--- src/clock_timer_setup_pkg.sv ---
// Purpose: Shared constants and types for the clock and timer setup register.
// Assumes: Host bus logic runs on the same 250 MHz clock as this block.
// Notes:   All offsets, field positions, resets and timing counts live here.
//
// What this block does
// - Fast read bit set shortens read answer.
// - Writes behave the same in either read mode.
// - Multiplier code 00 is 20 MHz, 01 40 MHz.
// - Multiplier stays powered down after reset until selected.
// - Multiplier change halts core; a change to 01 wakes the PLL.
// - Core stays halted until command 18H arrives.
// - Enhanced features bit enables new features; clear is legacy.
// - Idle-wait bit clear: RAM init waits for idle line.
// - Idle-wait bit set: RAM init runs without waiting.
// - Timer code selects 420, 105, 52.5, 26.25 ms timeout.
// - Bit 6 is reserved; logic ignores it.
// - Fast read enable sits at bit 7.
package clock_timer_setup_pkg;

    // Register addresses on the host register bus.
    localparam logic [2:0] SETUP_ADDR   = 3'h7;
    localparam logic [2:0] COMMAND_ADDR = 3'h1;
    localparam logic [7:0] RESTART_CMD  = 8'h18;

    // Field positions inside the setup register.
    localparam int FAST_READ_BIT  = 7;
    localparam int RESERVED_BIT   = 6;
    localparam int CLK_SEL_HI_BIT = 5;
    localparam int CLK_SEL_LO_BIT = 4;
    localparam int ENHANCED_BIT   = 3;
    localparam int IDLE_WAIT_BIT  = 2;
    localparam int TIMEOUT_HI_BIT = 1;
    localparam int TIMEOUT_LO_BIT = 0;

    // Reset value of the setup register.
    localparam logic [7:0] SETUP_RESET = 8'h00;

    // Clock multiplier codes.
    localparam logic [1:0] CLK_SEL_20MHZ = 2'h0;
    localparam logic [1:0] CLK_SEL_40MHZ = 2'h1;

    // Timing figures in their own units and their cycle counts at the block clock.
    localparam int CLOCK_MHZ           = 250;
    localparam int PLL_LOCK_US         = 8;
    localparam int PLL_LOCK_CYCLES     = PLL_LOCK_US * CLOCK_MHZ;
    localparam int TIMEOUT_420_US      = 420000;
    localparam int TIMEOUT_105_US      = 105000;
    localparam int TIMEOUT_52P5_US     = 52500;
    localparam int TIMEOUT_26P25_US    = 26250;
    localparam int TIMEOUT_420_CYCLES  = TIMEOUT_420_US * CLOCK_MHZ;
    localparam int TIMEOUT_105_CYCLES  = TIMEOUT_105_US * CLOCK_MHZ;
    localparam int TIMEOUT_52P5_CYCLES = TIMEOUT_52P5_US * CLOCK_MHZ;
    localparam int TIMEOUT_26_CYCLES   = TIMEOUT_26P25_US * CLOCK_MHZ;
    localparam int TIMEOUT_WIDTH       = 27;

    // Read latency in cycles from request to answer.
    localparam int NORMAL_READ_CYCLES = 2;
    localparam int FAST_READ_CYCLES   = 1;

    // One host bus request, sampled on the block clock.
    typedef struct packed {
        logic       select;
        logic       write;
        logic       read;
        logic [2:0] addr;
        logic [7:0] wdata;
    } host_req_t;

    // Core sequencing states.
    typedef enum logic [2:0] {
        CORE_RUN      = 3'b001,
        CORE_LOCKING  = 3'b010,
        CORE_WAIT_CMD = 3'b100
    } core_state_t;

endpackage

--- src/clock_timer_setup.sv ---
// Purpose: Second setup register with clock multiplier sequencing and timer selection.
// Assumes: Host requests are one-cycle strobes from logic on the same clock.
// Notes:   Reads of other addresses answer zero; this block only owns two addresses.
//          A clock code change halts the core until the restart command.
//          Reserved clock codes keep the PLL off.
module clock_timer_setup #(
    parameter int unsigned TIMEOUT_420_CYC  = clock_timer_setup_pkg::TIMEOUT_420_CYCLES,
    parameter int unsigned TIMEOUT_105_CYC  = clock_timer_setup_pkg::TIMEOUT_105_CYCLES,
    parameter int unsigned TIMEOUT_52P5_CYC = clock_timer_setup_pkg::TIMEOUT_52P5_CYCLES,
    parameter int unsigned TIMEOUT_26_CYC   = clock_timer_setup_pkg::TIMEOUT_26_CYCLES
) (
    // Clock, reset and host requests.
    input  wire logic                                    clock,
    input  wire logic                                    rstn,
    input  wire clock_timer_setup_pkg::host_req_t        host_req,

    // Line status and RAM init requests.
    input  wire logic                                    line_idle,
    input  wire logic                                    ram_init_request,

    // Read answers.
    output logic [7:0]                                   read_data,
    output logic                                         read_valid,

    // Stored setup fields.
    output logic                                         fast_read_timing_enable,
    output logic                                         clock_multiplier_sel_hi,
    output logic                                         clock_multiplier_sel_lo,
    output logic                                         enhanced_features_enable,
    output logic                                         idle_line_wait_disable,
    output logic                                         reconfig_timeout_sel_hi,
    output logic                                         reconfig_timeout_sel_lo,

    // Sequencing, RAM init and timeout.
    output logic                                         pll_power_up,
    output logic                                         pll_locked,
    output logic                                         clock_40mhz_select,
    output logic                                         core_halted,
    output logic                                         ram_init_start,
    output logic [clock_timer_setup_pkg::TIMEOUT_WIDTH-1:0] reconfig_timeout_cycles
);
    import clock_timer_setup_pkg::*;

    // Last lock count; the PLL counts as locked after it.
    // Twelve bits hold the lock span with room to spare.
    localparam logic [11:0] LOCK_LAST = 12'(PLL_LOCK_CYCLES - 1);

    // Maps a timer code to its timeout in clock cycles.
    // The counts are those for 5 Mbps.
    function automatic logic [TIMEOUT_WIDTH-1:0] timeout_of(input logic [1:0] code);
        logic [TIMEOUT_WIDTH-1:0] result;
        result = '0;
        // Every code has a count.
        case (code)
            2'h0: result = TIMEOUT_WIDTH'(TIMEOUT_420_CYC);
            2'h1: result = TIMEOUT_WIDTH'(TIMEOUT_105_CYC);
            2'h2: result = TIMEOUT_WIDTH'(TIMEOUT_52P5_CYC);
            default: result = TIMEOUT_WIDTH'(TIMEOUT_26_CYC);
        endcase
        return result;
    endfunction

    // Decodes a write strobe to a given address.
    // Both decoders share the same select rules.
    function automatic logic write_to(input host_req_t req, input logic [2:0] addr);
        return req.select && req.write && (req.addr == addr);
    endfunction

    // Stored register and core state.
    logic [7:0]   setup_reg;
    core_state_t  state_reg;
    logic [11:0]  lock_count_reg;
    logic         restart_pending_reg;

    // Stage for normal read timing.
    logic [7:0]   read_stage_reg;
    logic         read_stage_valid_reg;

    // A RAM init request still waiting.
    logic         init_pending_reg;

    // Decoded requests of this cycle.
    // They are valid only while the strobe stands.
    logic         setup_write;
    logic         command_write;
    logic         clock_change;
    logic [1:0]   new_clock_sel;

    // Value of the addressed register.
    logic [7:0]   read_value;

    // Writes ignore the fast read bit.
    assign setup_write   = write_to(host_req, SETUP_ADDR);

    // Other command bytes are ignored.
    assign command_write = write_to(host_req, COMMAND_ADDR) && (host_req.wdata == RESTART_CMD);

    // A change is a write with a new code.
    assign new_clock_sel = {host_req.wdata[CLK_SEL_HI_BIT], host_req.wdata[CLK_SEL_LO_BIT]};
    assign clock_change  = setup_write &&
                           (new_clock_sel != {setup_reg[CLK_SEL_HI_BIT], setup_reg[CLK_SEL_LO_BIT]});

    // Setup register storage; bit 6 is never stored so nothing depends on it.
    // All fields land in the write cycle.
    always_ff @(posedge clock or negedge rstn) begin
        if (!rstn) begin
            setup_reg <= SETUP_RESET;
        end else if (setup_write) begin
            // The reserved bit reads as zero.
            setup_reg <= host_req.wdata & ~(8'h01 << RESERVED_BIT);
        end
    end

    // Field outputs mirror the stored register.
    // Outputs come from flip-flops,
    // one cycle behind the register.
    always_ff @(posedge clock or negedge rstn) begin
        if (!rstn) begin
            // All fields reset to zero.
            fast_read_timing_enable  <= 1'b0;
            clock_multiplier_sel_hi  <= 1'b0;
            clock_multiplier_sel_lo  <= 1'b0;
            enhanced_features_enable <= 1'b0;
            idle_line_wait_disable   <= 1'b0;
            reconfig_timeout_sel_hi  <= 1'b0;
            reconfig_timeout_sel_lo  <= 1'b0;
        end else begin
            // Read timing and multiplier.
            fast_read_timing_enable  <= setup_reg[FAST_READ_BIT];
            clock_multiplier_sel_hi  <= setup_reg[CLK_SEL_HI_BIT];
            clock_multiplier_sel_lo  <= setup_reg[CLK_SEL_LO_BIT];

            // Enhanced, idle-wait, timer.
            enhanced_features_enable <= setup_reg[ENHANCED_BIT];
            idle_line_wait_disable   <= setup_reg[IDLE_WAIT_BIT];
            reconfig_timeout_sel_hi  <= setup_reg[TIMEOUT_HI_BIT];
            reconfig_timeout_sel_lo  <= setup_reg[TIMEOUT_LO_BIT];
        end
    end

    // Timeout count follows the timer code.
    // A new code acts one cycle after the register takes it.
    // Code 11 needs node 255; it is not checked.
    always_ff @(posedge clock or negedge rstn) begin
        if (!rstn) begin
            // Longest timeout after reset.
            reconfig_timeout_cycles <= TIMEOUT_WIDTH'(TIMEOUT_420_CYC);
        end else begin
            reconfig_timeout_cycles <= timeout_of(setup_reg[TIMEOUT_HI_BIT:TIMEOUT_LO_BIT]);
        end
    end

    // Core sequencer: a clock change halts the core until the restart command.
    // Reset alone does not halt the core.
    // A second change still recovers.
    always_ff @(posedge clock or negedge rstn) begin
        if (!rstn) begin
            // Run after reset, PLL still off.
            state_reg           <= CORE_RUN;
            lock_count_reg      <= 12'h000;
            restart_pending_reg <= 1'b0;
        end else begin
            case (state_reg)
                // Running until a code change.
                CORE_RUN: begin
                    restart_pending_reg <= 1'b0;
                    lock_count_reg      <= 12'h000;
                    if (clock_change) begin
                        state_reg <= (new_clock_sel == CLK_SEL_40MHZ) ? CORE_LOCKING
                                                                      : CORE_WAIT_CMD;
                    end
                end

                // Measures the PLL lock span.
                CORE_LOCKING: begin
                    // A restart written during lock is kept and honoured once locked.
                    if (command_write) begin
                        restart_pending_reg <= 1'b1;
                    end
                    // Hold the last count.
                    if (lock_count_reg == LOCK_LAST) begin
                        state_reg <= CORE_WAIT_CMD;
                    end else begin
                        lock_count_reg <= lock_count_reg + 12'h001;
                    end
                end

                // Waits for the restart command.
                // A new change starts over.
                CORE_WAIT_CMD: begin
                    if (clock_change) begin
                        lock_count_reg      <= 12'h000;
                        restart_pending_reg <= 1'b0;
                        state_reg <= (new_clock_sel == CLK_SEL_40MHZ) ? CORE_LOCKING
                                                                      : CORE_WAIT_CMD;
                    end else if (command_write || restart_pending_reg) begin
                        // A kept restart counts too.
                        state_reg <= CORE_RUN;
                    end
                end

                // A bad code falls back to run.
                default: begin
                    state_reg <= CORE_RUN;
                end
            endcase
        end
    end

    // PLL power and clock selection follow the multiplier code and lock state.
    // The PLL stays off until code 01 is stored.
    // The 40 MHz select waits for lock.
    // Halted rises in the write cycle, so no
    // core cycle runs on the old clock.
    always_ff @(posedge clock or negedge rstn) begin
        if (!rstn) begin
            // PLL off after reset.
            pll_power_up       <= 1'b0;
            pll_locked         <= 1'b0;
            clock_40mhz_select <= 1'b0;
            core_halted        <= 1'b0;
        end else begin
            // Reserved codes leave it off.
            pll_power_up <= ({setup_reg[CLK_SEL_HI_BIT], setup_reg[CLK_SEL_LO_BIT]}
                             == CLK_SEL_40MHZ);

            // Locked once the span has ended.
            pll_locked   <= (state_reg == CORE_WAIT_CMD || state_reg == CORE_RUN) &&
                            ({setup_reg[CLK_SEL_HI_BIT], setup_reg[CLK_SEL_LO_BIT]}
                             == CLK_SEL_40MHZ);

            // Move to 40 MHz only when locked.
            clock_40mhz_select <= (state_reg != CORE_LOCKING) &&
                                  ({setup_reg[CLK_SEL_HI_BIT], setup_reg[CLK_SEL_LO_BIT]}
                                   == CLK_SEL_40MHZ);

            // Halted while not running.
            core_halted <= (state_reg != CORE_RUN) || clock_change;
        end
    end

    // RAM init request is held until the line is idle, unless waiting is disabled.
    // Starts also wait while the core is halted.
    // A request meeting a start stays pending.
    always_ff @(posedge clock or negedge rstn) begin
        if (!rstn) begin
            init_pending_reg <= 1'b0;
            ram_init_start   <= 1'b0;
        end else begin
            ram_init_start <= 1'b0;
            // Start when the line may be written.
            if ((init_pending_reg || ram_init_request) && state_reg == CORE_RUN &&
                (setup_reg[IDLE_WAIT_BIT] || line_idle)) begin
                ram_init_start   <= 1'b1;
                init_pending_reg <= init_pending_reg && ram_init_request;
            end else if (ram_init_request) begin
                init_pending_reg <= 1'b1;
            end
        end
    end

    // Read data for the addressed register; other addresses answer zero.
    // Both read timings share it.
    always_comb begin
        read_value = 8'h00;
        if (host_req.addr == SETUP_ADDR) begin
            read_value = setup_reg;
        end
    end

    // Read pipeline: fast timing answers after one cycle, normal after two.
    // Fast timing skips the stage register.
    // A staged answer wins a same-cycle clash,
    // which needs the fast bit toggled mid-read.
    always_ff @(posedge clock or negedge rstn) begin
        if (!rstn) begin
            // No answer pending.
            read_stage_reg       <= 8'h00;
            read_stage_valid_reg <= 1'b0;
            read_data            <= 8'h00;
            read_valid           <= 1'b0;
        end else begin
            read_stage_valid_reg <= 1'b0;
            read_valid           <= 1'b0;
            if (host_req.select && host_req.read && setup_reg[FAST_READ_BIT]) begin
                // Answer at the next edge.
                read_data  <= read_value;
                read_valid <= 1'b1;
            end else if (host_req.select && host_req.read) begin
                // Park the answer a cycle.
                read_stage_reg       <= read_value;
                read_stage_valid_reg <= 1'b1;
            end

            // The parked answer leaves.
            if (read_stage_valid_reg) begin
                read_data  <= read_stage_reg;
                read_valid <= 1'b1;
            end
        end
    end

endmodule

--- config.mk ---
export PLATFORM = sky130hd
export DESIGN_NAME = clock_timer_setup
export DESIGN_NICKNAME = d
export VERILOG_FILES = /design/src/clock_timer_setup_pkg.sv /design/src/clock_timer_setup.sv
export SDC_FILE = /design/constraint.sdc
export NUM_CORES = 1
export LEC_CHECK = 0
export BUFFER_PORTS_ARGS = -buffer_cell sky130_fd_sc_hd__buf_2
export CORE_MARGIN = 8
export CORE_UTILIZATION = 48
export DETAILED_ROUTE_END_ITERATION = 8
export GPL_TIMING_DRIVEN = 0
export PLACE_DENSITY = 0.76
export SLEW_MARGIN = 15
export SYNTH_ARGS = -nofsm -noshare
export SYNTH_HDL_FRONTEND = slang
export SYNTH_SLANG_ARGS = --single-unit
--- constraint.sdc ---
create_clock -name clock -period 2 [get_ports clock]
set_clock_uncertainty 0.1 [all_clocks]
set_input_delay 0.1 -clock clock [delete_from_list [all_inputs] [get_ports clock]]
set_output_delay 0.1 -clock clock [all_outputs]
set_load 0.02 [all_outputs]
After elaboration in Yosys (flattened, before gate mapping)

Index checks and enable logic that the tools add are counted.

Bits in registers: 81
Input port bits: 18
Word-level logic and storage cells: 92

Bitwise operators: 1
Reduce and logical (&&, ||, !) cells: 25
Mux-type cells: 23
Equal/unequal tests: 20
Add/subtract/negate cells: 1

Operators by type and width:

| operator                                                                | number |
|---|---|
| 27-bit case mux with 3 select lines                                     | 1 |
| 12-bit case mux with 3 select lines                                     | 1 |
| 12-bit 2-to-1 mux                                                       | 2 |
| 8-bit 2-to-1 mux                                                        | 3 |
| 3-bit 2-to-1 mux                                                        | 5 |
| 12-bit by 1-bit adder with 12-bit output, second input constant         | 1 |
| 12-bit by 11-bit equality test with 1-bit output, second input constant | 1 |
| 1-bit logical AND                                                       | 12 |
| 2-bit inequality test, second input constant                            | 5 |
| 1-bit 2-to-1 mux                                                        | 9 |
| 3-bit case mux with 3 select lines                                      | 1 |
| 3-bit AND reduction                                                     | 3 |
| 8-bit by 5-bit equality test with 1-bit output, second input constant   | 1 |
| 2-bit by 1-bit equality test with 1-bit output, second input constant   | 3 |
| 3-bit by 1-bit equality test with 1-bit output, second input constant   | 2 |
| 3-bit equality test, second input constant                              | 2 |
| 1-bit logical OR                                                        | 5 |
| 2-bit nonzero test                                                      | 2 |
| 3-bit by 2-bit equality test with 1-bit output, second input constant   | 1 |
| 3-bit by 1-bit inequality test with 1-bit output, second input constant | 1 |
| 3-bit by 2-bit inequality test with 1-bit output, second input constant | 1 |
| 3-bit inequality test, second input constant                            | 1 |
| 1-bit case mux with 3 select lines                                      | 1 |
| 3-bit nonzero test                                                      | 1 |
| other kinds (5)                                                         | 5 |

Longest topological paths before layout

Gate-level depths: netlist of run 1.

Depth in word-level cells: 7
Depth in mapped cells: 6
Mapped depth without buffers: 6

Worst setup path before layout of run 1

No wires, ideal clock.

Path type: reg2reg
Start point: register setup_reg[4]
End point: register lock_count_reg[9]
Data arrival time: 1.842 ns
Period minus slack after synthesis: 2.020 ns
Path buffers: 0
Library setup time: 0.077 ns
Slack: -0.020 ns
Cell stages (with the launch flop): 6
Cell sequence: dfrtp_1 -> xnor2_1 -> a2111oi_4 -> a21oi_2 -> or4_1 -> a21oi_1

Cells in the longest elaborated chain, start to end: 4

RTL lines:

| element                                | line                     | source |
|---|---|---|
| start, declared                        | clock_timer_setup.sv:70  | `logic [7:0] setup_reg;` |
| start signal, assigned                 | clock_timer_setup.sv:110 | `setup_reg <= host_req.wdata & ~(8'h01 << RESERVED_BIT);` |
| 2-bit inequality test                  | clock_timer_setup.sv:101 | `(new_clock_sel != {setup_reg[CLK_SEL_HI_BIT], setup_reg[CLK_SEL_LO_BIT]});` |
| 1-bit logical AND                      | clock_timer_setup.sv:100 | `assign clock_change = setup_write &&` |
| 2-bit inequality test (no source line) | n/a                      |  |
| 3-bit AND reduction (no source line)   | n/a                      |  |
| end signal, assigned                   | clock_timer_setup.sv:184 | `lock_count_reg <= lock_count_reg + 12'h001;` |
| end, declared                          | clock_timer_setup.sv:72  | `logic [11:0] lock_count_reg;` |

No other way between the ends.
A chain may end at the register's enable or synchronous reset.

Worst setup path after layout of run 1

Start point: register setup_reg[5]
End point: register lock_count_reg[0]

The elaborated chain is that of the path after synthesis.

==> qor.yml, run 1 <==
pre_cts_ws_ns: -0.244
clock_latency_ns: 0.34
netlist_top_cells_area: "dfrtp_1 (53%), dfstp_2 (5.8%), buf_4 (4.7%)"
reg2reg_depth: 6
fin_crit_sh_pct: 99.6
worst_pin_slew_ns: 0.786
criticalPathCategory: "flip-flop to flip-flop"
io_pins: 66
yosysSeqAreaShare_pct: 58.4
ys_async_sr_fraction_pct: 100
syn_area_per_cell_um2: 11.4
relSlewSlack_pct: 47.2
crit_path_cell_trace: "xnor2_4, a2111oi_4, a21oi_4, buf_6, o21bai_4, mux2_4"
pwr-share-comb_pct: 27.4
antenna_found_initial: 1
mostFrequentLayoutCells: "buf_2 (57), dfrtp_1 (55), buf_4 (21)"
ir_drop_v: 0.000633
fmax_mhz: 502
clockRootBuffer: "clkbuf_8"
cts_tree: "done"
rows: 27
rsz0062_at_grt: "yes"
drv_slew: 0
stdcell_area_um2: 3530
switching_share_pct: 32.5
wl_per_cell_um: 14.8
cts_max_path_buffers: 2
p_int_w: 0.00249
nets: 349
synth_ff_type: "dfrtp_1"
die_w_um: 91.2
grt_start_max_net_pins: 64
cp_slowest_stage_delay_ns: 0.46
endpoint: "lock_count_reg[0]"
placed_area_um2: 3130
hold_class: "input pin to flip-flop"
critPathLaunchType: "flip-flop"
postSynthCellCount: 237
drt-total-wl_mm: 5.98
drc: 0
final_common_cell: "buf_2"
leakage_nw: 1.77
power_frac_seq_pct: 44.2
drtIter0Drc: 87
crit_path_top_delay_cell: "dfrtp_2"
die_y_um: 91.2
synth_cell_types: 44
yosysWarnings: 0
drt_first_pass_iters: 4
portBuffers: 59
area_delta_synth_final_pct: 30.1
dieArea_um2: 8310
gp_congestion: 0.891
cp_max_fo: 8
p_sw_w: 0.00120
cp.arrival_ns: 2.11
postRouteAntennaNets: 0
clkPwrFrac_pct: 28.4
cts_buffers: 9
largest_register_ffs: 12
clock_sinks: 63
synth_edf_count: 0
vias_per_cell: 5.24
final_hold_viol_count: 0
setup_viol: 0
crit_required_ns: 2.12
power_w: 0.00369
end_kind: "flip-flop"
start_util_pct: 49.6
path_clk_slew_ns: 0.07
whs_ns: 0.152
reg2reg_from: "setup_reg[5]"
htreeDepth: 3
p_per_area_nw_per_um2: 1050
grt.overflow.total: 0
grt_pass1_wl_mm: 9.99
groute.usage.overall_pct: 14.8
finalCriticalPeriod_ns: 1.99
crit_path_start: "setup_reg[5]"
worst_slack_ns: 0.00892
synth_top_cell_area_share_pct: 52.6
place_hpwl_mm: 4.14
regToRegEndpoint: "lock_count_reg[0]"
cap_violations: 0
status: "finished clean"
synth-seq-cells: 63
yosys.area.top_type: "dfrtp_1"
via_count: 2112
r2r_slack_ns: 0.009
synth_area_um2: 2710
layout-drive-gt1-share_pct: 37.3
grt_pass1_vias: 2107
core_area_um2: 5470
==> synthesized netlist by cell type, types with 2 or more instances <==
cell      number
a211oi_1       2
a21oi_1        9
a222oi_1       6
a22o_1         7
a31oi_1        5
and2_1         2
buf_4         17
clkbuf_1       3
dfrtp_1       57
dfstp_2        6
ha_1           6
inv_1         14
mux2_2         6
nand2_1       11
nand2b_1       6
nand3_1        6
nand4_1        2
nor2_1        21
nor2b_1        3
nor3_1         4
o211ai_1       2
o21ai_0       11
o31ai_1        3
or2_2          3
or3_1          2
or4_1          4
xnor2_1        2
==> critical path, delay by kind of cell (launching register included) <==
family                    cells  cell delay (ns)
buffers and inverters         1             0.15
xor gates and xnor gates      1             0.16
DFF                           1             0.46
muxes                         1             0.26
AOI/OAI and AO/OA             3             0.75
==> layer usage <==
layer  track usage, %  part of all wire, %  up-vias
li1                 -                    -     1008
met1             16.0                   40     1044
met2             24.1                   52       54
met3             7.08                  6.9        6
met4             7.09                  1.2        0
met5                0                    0        -
==> metrics by stage <==
stage	TNS [ns]	util, %	instances
finish	0	64.5	403
global placement	-1.60	57.1	373
CTS	-0.0601	63.0	400
detailed placement	-1.81	57.1	373
floorplan	0	-	242
global route	-0.280	64.5	403
==> timing repair <==
| item | in CTS | in global routing |
|---|---|---|
| resized for setup | 6 | 13 |
| endpoints found under the setup margin | 13 | 11 |
| endpoints found under the hold margin | 66 | 0 |
| hold buffers | 10 | 0 |
| setup buffers | 1 | 3 |
| gates cloned | 0 | 0 |
| pin swaps | 1 | 6 |
==> worst min path at each step <==
stage	end	cells after the start	startpoint
6_report	read_valid	3	host_req[11]
3_3_place_gp	setup_reg[0]	3	host_req[0]
2_1_floorplan	clock_40mhz_select	0	rstn
3_5_place_dp	reconfig_timeout_cycles[7]	1	rstn
4_1_cts	read_valid	3	host_req[11]
5_1_grt	read_valid	3	host_req[11]
==> area by class of cell <==
class,count,area (um2)
Antenna cell,1,2.50
Buffer,20,143
Clock buffer,10,128
Clock inverter,6,61.3
Fill cell,438,1940
Inverter,14,52.6
Multi-Input combinational cell,145,1040
Sequential cell,63,1590
Tap cell,72,90.1
Timing Repair Buffer,72,429
==> kinds of logic after synthesis <==
kind of cell             synth area share (%)
other                                   0.138
XOR/XNOR                                0.646
AO/OA/AOI/OAI                            15.0
flip-flops                               58.4
multiplexers                             2.49
AND/OR/NAND/NOR                          13.1
adder cells (fa/ha/maj)                  3.14
buffers and inverters                    7.06
==> power groups by stage <==
stage | Sequential (W) | Clock [W] | Combinational [W]
after global placement | 0.00164 | 0 | 0.000931
after detailed placement | 0.00165 | 0 | 0.000941
final | 0.00163 | 0.00105 | 0.00101
after CTS | 0.00163 | 0.00108 | 0.000975
after global routing | 0.00166 | 0.00114 | 0.00109
after floorplan | 0.00182 | 0 | 0.000425
Note: power is estimated with default switching activity, not from simulation.
==> run 2: changes to the inputs <==
--- a/config.mk
+++ b/config.mk
@@ -5,12 +5,14 @@
 export SDC_FILE = /design/constraint.sdc
 export NUM_CORES = 1
 export LEC_CHECK = 0
+export ABC_AREA = 1
 export BUFFER_PORTS_ARGS = -buffer_cell sky130_fd_sc_hd__buf_2
 export CORE_MARGIN = 8
-export CORE_UTILIZATION = 48
+export CORE_UTILIZATION = 49
 export DETAILED_ROUTE_END_ITERATION = 8
 export GPL_TIMING_DRIVEN = 0
 export PLACE_DENSITY = 0.76
+export REMOVE_ABC_BUFFERS = 1
 export SLEW_MARGIN = 15
 export SYNTH_ARGS = -nofsm -noshare
 export SYNTH_HDL_FRONTEND = slang
==> qor.yml, run 2 <==
fin_util_pct: 60.6  # -3.8 points
ys_async_sr_fraction_pct: 100  # unchanged
via_count: 2349  # +11%
synth_edf_count: 0  # unchanged
worst-path-buf-inv: 2  # +1
portBuffers: 59  # unchanged
finalSetupTns_ns: 0  # unchanged
critPathLaunchType: "flip-flop"
final_common_cell: "nand2_1"
crit_required_ns: 2.11  # about the same
cts_buffers: 9  # unchanged
finalCriticalPeriod_ns: 1.82  # -0.167 ns
grt_pass1_vias: 2395  # +14%
vias_per_cell: 4.87  # -7.0%
drv_slew: 0  # unchanged
syn_area_per_cell_um2: 8.91  # -22%
clock_sinks: 63  # unchanged
io_pins: 66  # unchanged
hold_class: "input pin to flip-flop"
yosysWarnings: 0  # unchanged
status: "finished clean"
drt_first_pass_iters: 4  # unchanged
antenna_found_initial: 0  # -1
crit_path_cell_trace: "inv_1, nand3_2, clkinvlp_4, nand4_1, nand3_4, nand2_1, o21ai_0"
netlist_top_cells_area: "dfrtp_1 (48%), nand2_1 (10%), inv_1 (6.1%)"
nets: 426  # +22%
postRouteAntennaNets: 0  # unchanged
fin_crit_sh_pct: 91.2  # -8.3 points
drc: 0  # unchanged
drt-total-wl_mm: 6.43  # +7.5%
criticalPathCategory: "flip-flop to flip-flop"
fmax_mhz: 548  # +9.1%
grt.overflow.total: 0  # unchanged
p_per_area_nw_per_um2: 974  # -7.0%
wl_per_cell_um: 13.3  # -10%
grt_pass1_wl_mm: 11.0  # +9.9%
path_clk_slew_ns: 0.07  # about the same
ir_drop_v: 0.000662  # +4.6%
mostFrequentLayoutCells: "nand2_1 (82), buf_2 (58), dfrtp_1 (57)"
antenna-diode-count: 0  # -1
layout-drive-gt1-share_pct: 25.6  # -12 points
synth.most_common_cell: "nand2_1"
final_hold_viol_count: 0  # unchanged
cap_violations: 0  # unchanged
groute.usage.overall_pct: 15.9  # +1.1 points
relSlewSlack_pct: 47.5  # +0.26 points
setup_viol: 0  # unchanged
synth_top_cell_area_share_pct: 48.2  # -4.4 points
place_hpwl_mm: 4.50  # +8.7%
rsz0062_at_grt: "no"
rows: 28  # +3.7%
htreeDepth: 3  # unchanged
synth_ff_type: "dfrtp_1"
drtIter0Drc: 133  # +53%
yosys.area.top_type: "dfrtp_1"
dieArea_um2: 8780  # +5.6%
cp.arrival_ns: 1.93  # -0.18 ns
crit_family: "simple AND/OR/NAND/NOR gates"
clock_latency_ns: 0.34  # about the same
grt_start_max_net_pins: 64  # unchanged
cp_slowest_stage_delay_ns: 0.53  # +0.07 ns
die_y_um: 93.7  # +2.8%
cts_max_path_buffers: 2  # unchanged
end_kind: "flip-flop"
fill_cells: 509  # +16%
core_area_um2: 5890  # +7.5%
synth-seq-cells: 63  # unchanged
area_delta_synth_final_pct: 20.6
gp_congestion: 0.837  # -6.0%
crit_path_top_delay_cell: "dfstp_2"
postSynthCellCount: 332  # +40%
largest_register_ffs: 12  # unchanged
clockRootBuffer: "clkbuf_8"
start_util_pct: 50.3  # +0.69 points
leakage_nw: 1.84  # +4.1%
cp_max_fo: 15  # +7
synthTopCellsByCount: "nand2_1 (82), dfrtp_1 (57), inv_1 (48)"
worst_pin_slew_ns: 0.785  # -0.000823 ns
yosysSeqAreaShare_pct: 53.6  # -4.8 points
die_w_um: 93.7  # +2.8%
synth_area_um2: 2960  # +9.0%
cts_tree: "done"
synth_cell_types: 32  # -27%
[run 2: cell types whose count changed in the layout (fill, tap and decap cells not counted), sizes merged, moves of 7 or more]
cell	previous run	this run
nor2	21	29
nand2	11	87
a22o	7	0
o221ai	0	7
buf	79	64
nand3	6	18
o21ai	11	25
inv	14	49
[run 2: logic make-up (layout without fill, tap and decap cells)]
kind of cell / after synthesis / after routing / share of synthesized area (%)
buffers and inverters: 72 / 142 / 11.6
xor gates and xnor gates: 3 / 3 / 0.888
AOI/OAI and AO/OA: 40 / 40 / 8.12
other: 1 / 6 / 0.127
DFF: 63 / 63 / 53.6
adders and majority gates: 6 / 6 / 2.54
and+or+nand+nor: 147 / 147 / 23.1
[run 2: worst register-to-register path: cells and delay by family (launching register included)]
kind | cells | cell delay (ns)
simple gates | 4 | 0.69
buf+inv | 2 | 0.31
flops | 1 | 0.53
compound gates | 1 | 0.07
[run 2: final cells by class]
cell class	instances	area (um2)	share of cell area (%)
clock buffers	13	159	4.45
multi-input cells	202	1050	29.4
repair buffers	75	445	12.5
clock inverters	3	42.5	1.19
flip-flops and latches	63	1580	44.4
inverters	51	195	5.47
well taps	75	93.8	2.63
[run 2: metal layers]
| metal | GRT usage (%) | wire length (um) | up-vias | share of wire, % |
|---|---|---|---|---|
| met4 | 8.19 | 151 | 0 | 2.3 |
| met1 | 17.7 | 2720 | 1096 | 42 |
| li1 | - | - | 1170 | - |
| met5 | 0 | 0 | - | 0 |
| met3 | 5.76 | 452 | 12 | 7.0 |
| met2 | 26.1 | 3110 | 71 | 48 |
[run 2: stage by stage]
stage	hold slack [ns]	worst slack, ns	total power [W]	instance area (um2)	cells
2_1_floorplan	-0.296	0.361	0.00205	2820	316
3_5_place_dp	0.124	0.00896	0.00237	3220	450
4_1_cts	0.0205	0.000337	0.00350	3530	477
6_report	0.0306	0.176	0.00348	3570	482
5_1_grt	0.0696	0.0490	0.00364	3570	482
3_3_place_gp	0.229	0.0548	0.00235	3210	450
[run 2: power by group]
| group | leakage (nW) | internal [W] | switching [W] |
|---|---|---|---|
| Clock | 0.0996 | 0.000643 | 0.000473 |
| Sequential | 0.776 | 0.00149 | 0.0000952 |
| Combinational | 0.964 | 0.000241 | 0.000539 |
[run 2: repair_timing]
item	in CTS	in global routing
buffers inserted	0	5
resized for setup	0	1
hold buffers	11	0
endpoints found under the hold margin	66	0
setup endpoints to repair	0	12
[run 2: final timing paths]
| kind | start | end | slack (ns) | cells after the start |
|---|---|---|---|---|
| setup / recovery | state_reg[0] | lock_count_reg[7] | 0.18 | 7 |
| hold / removal | line_idle | ram_init_start | 0.03 | 3 |
| setup reg to reg | state_reg[0] | lock_count_reg[7] | 0.18 | 7 |
| hold reg to reg | setup_reg[3] | enhanced_features_enable | 0.29 | 0 |
| max in group asynchronous | rstn | lock_count_reg[7] | 1.03 | 2 |
| min in group asynchronous | rstn | read_data[7] | 0.27 | 2 |
==> run 3: changes to the inputs <==
--- a/config.mk
+++ b/config.mk
@@ -7,11 +7,13 @@
 export LEC_CHECK = 0
 export ABC_AREA = 1
 export BUFFER_PORTS_ARGS = -buffer_cell sky130_fd_sc_hd__buf_2
+export CELL_PAD_IN_SITES_DETAIL_PLACEMENT = 0
+export CELL_PAD_IN_SITES_GLOBAL_PLACEMENT = 1
 export CORE_MARGIN = 8
-export CORE_UTILIZATION = 49
+export CORE_UTILIZATION = 36
 export DETAILED_ROUTE_END_ITERATION = 8
 export GPL_TIMING_DRIVEN = 0
-export PLACE_DENSITY = 0.76
+export PLACE_DENSITY_LB_ADDON = 0.1
 export REMOVE_ABC_BUFFERS = 1
 export SLEW_MARGIN = 15
 export SYNTH_ARGS = -nofsm -noshare
==> qor.yml, run 3 (same netlist as run 2, synthesis figures left out) <==
vias_per_cell: 4.43  # -9.2%
ff_latch_area_um2: 1580  # unchanged
leakage_nw: 1.87  # +1.5%
core_area_um2: 8090  # +38%
antenna_found_initial: 0  # unchanged
hold_class: "input pin to flip-flop"
finalNonFillerCells: 509  # +5.6%
cts_tree: "done"
gp_congestion: 0.721  # -14%
drc: 0  # unchanged
setup_viol: 0  # unchanged
final_hold_viol_count: 0  # unchanged
rsz0062_at_grt: "no"
die_w_um: 107  # +14%
grt_use_met1_pct: 16.4  # -1.3 points
multiInputGateArea_um2: 1050  # +0.60%
drtIter0Drc: 56  # -58%
start_util_pct: 36.5  # -14 points
grt_use_met3_pct: 4.62  # -1.1 points
r2r_slack_ns: 0.14  # -0.03 ns
clock_sinks: 63  # unchanged
grt_start_max_net_pins: 45  # -30%
hold_start: "line_idle"
groute.usage.overall_pct: 12.5  # -3.4 points
p_per_area_nw_per_um2: 1030  # +5.7%
relSlewSlack_pct: 45.3  # -2.1 points
largest_register_ffs: 12  # unchanged
hold_path_end: "init_pending_reg"
layout-drive-gt1-share_pct: 25.2  # -0.31 points
cp.arrival_ns: 2.04  # +0.11 ns
grt_pass1_vias: 2348  # -2.0%
worst_pin_slew_ns: 0.817  # +0.0317 ns
cp_max_fo: 5  # -10
finalCriticalPeriod_ns: 1.86  # +0.0340 ns
use_met2_pct: 18.5  # -7.6 points
drv_slew: 0  # unchanged
grt_pass1_wl_mm: 11.4  # +4.0%
dieArea_um2: 11400  # +30%
via_count: 2253  # -4.1%
end_kind: "flip-flop"
nets: 423  # -0.70%
clock_latency_ns: 0.35  # about the same
regToRegEndpoint: "ram_init_start"
reg2reg_from: "state_reg[0]"
fin_crit_sh_pct: 92.9  # +1.7 points
cts_max_path_buffers: 2  # unchanged
cts_setup_buffers: 0  # unchanged
crit_required_ns: 2.19  # +0.08 ns
power_w: 0.00377  # +8.4%
drt-total-wl_mm: 6.58  # +2.2%
status: "finished clean"
mostFrequentLayoutCells: "nand2_1 (82), buf_2 (58), dfrtp_1 (57)"
io_pins: 66  # unchanged
ir_drop_v: 0.000461  # -30%
fmax_mhz: 538  # -1.8%
postRouteAntennaNets: 0  # unchanged
criticalPathCategory: "flip-flop to flip-flop"
antenna-diode-count: 0  # unchanged
wl_per_cell_um: 12.9  # -3.2%
clockRootBuffer: "clkbuf_8"
rows: 33  # +18%
area_delta_synth_final_pct: 23.8
min_path_cells: 4  # +1
grt.overflow.total: 0  # unchanged
die_y_um: 107  # +14%
cap_violations: 0  # unchanged
place_hpwl_mm: 4.69  # +4.2%
drt_first_pass_iters: 4  # unchanged
whs_ns: 0.0597  # +0.0291 ns
htreeDepth: 3  # unchanged
fill_cells: 845  # +66%
reg2reg_depth: 5  # -2
path_clk_slew_ns: 0.08  # about the same
cts_buffers: 9  # unchanged
grt_most_used_layer: "met2"
critPathLaunchType: "flip-flop"
portBuffers: 59  # unchanged
final_common_cell: "nand2_1"
dp_cells: 481  # +6.9%
[run 3: cell count changes in the layout (fill, tap and decap cells not counted), sizes merged]
cell | previous run | this run
clkinvlp | 2 | 0
inv | 49 | 53
dlygate4sd3 | 11 | 12
buf | 64 | 60
clkbuf | 13 | 9
bufinv | 1 | 3
[run 3: power breakdown]
group          leakage, nW  internal, W  switching, W
combinational        0.964     0.000246      0.000533
clock                0.126     0.000847      0.000568
sequential           0.776      0.00148     0.0000909
total                 1.87      0.00258       0.00119
[run 3: stage by stage]
stage,TNS [ns],setup slack [ns],instance area (um2),utilization (%)
floorplan,0,0.361,2820,-
global placement,-0.690,-0.0940,3250,40.2
detailed placement,-0.663,-0.0971,3280,40.5
CTS,0,0.0459,3650,45.1
global route,0,0.0423,3660,45.2
finish,0,0.142,3660,45.2
[run 3: repair_timing]
action                                  in CTS  in global routing
gates resized for setup                      1                  2
hold buffers                                12                  0
endpoints found under the hold margin       70                  0
endpoints found under the setup margin      12                  6
[run 3: worst max-delay path, cell delays in order (launching register included)]
cell	delay, ns
dfstp_2	0.54
inv_1	0.07
nor3_4	0.24
o21ai_0	0.16
a21oi_1	0.14
dlygate4sd3_1	0.55
[run 3: cell type report]
type	count	area share [%]
clock buffers	9	3.38
flip-flops and latches	63	43.3
repair buffers	72	12.2
well taps	105	3.59
inverters	51	5.30
multi-input cells	202	28.8
clock inverters	7	3.49
[run 3: worst max path at each step]
stage	endpoint	startpoint	slack, ns
6_report	ram_init_start	state_reg[0]	0.14
5_1_grt	lock_count_reg[8]	state_reg[0]	0.04
4_1_cts	ram_init_start	state_reg[0]	0.05
3_5_place_dp	lock_count_reg[5]	state_reg[0]	-0.1
3_3_place_gp	lock_count_reg[5]	state_reg[0]	-0.09
2_1_floorplan	lock_count_reg[7]	state_reg[0]	0.36
[run 3: per-layer routing]
metal,vias up,share of wire [%]
met3,6,6.0
li1,1160,-
met2,46,44
met5,-,0
met1,1041,49
met4,0,1.1
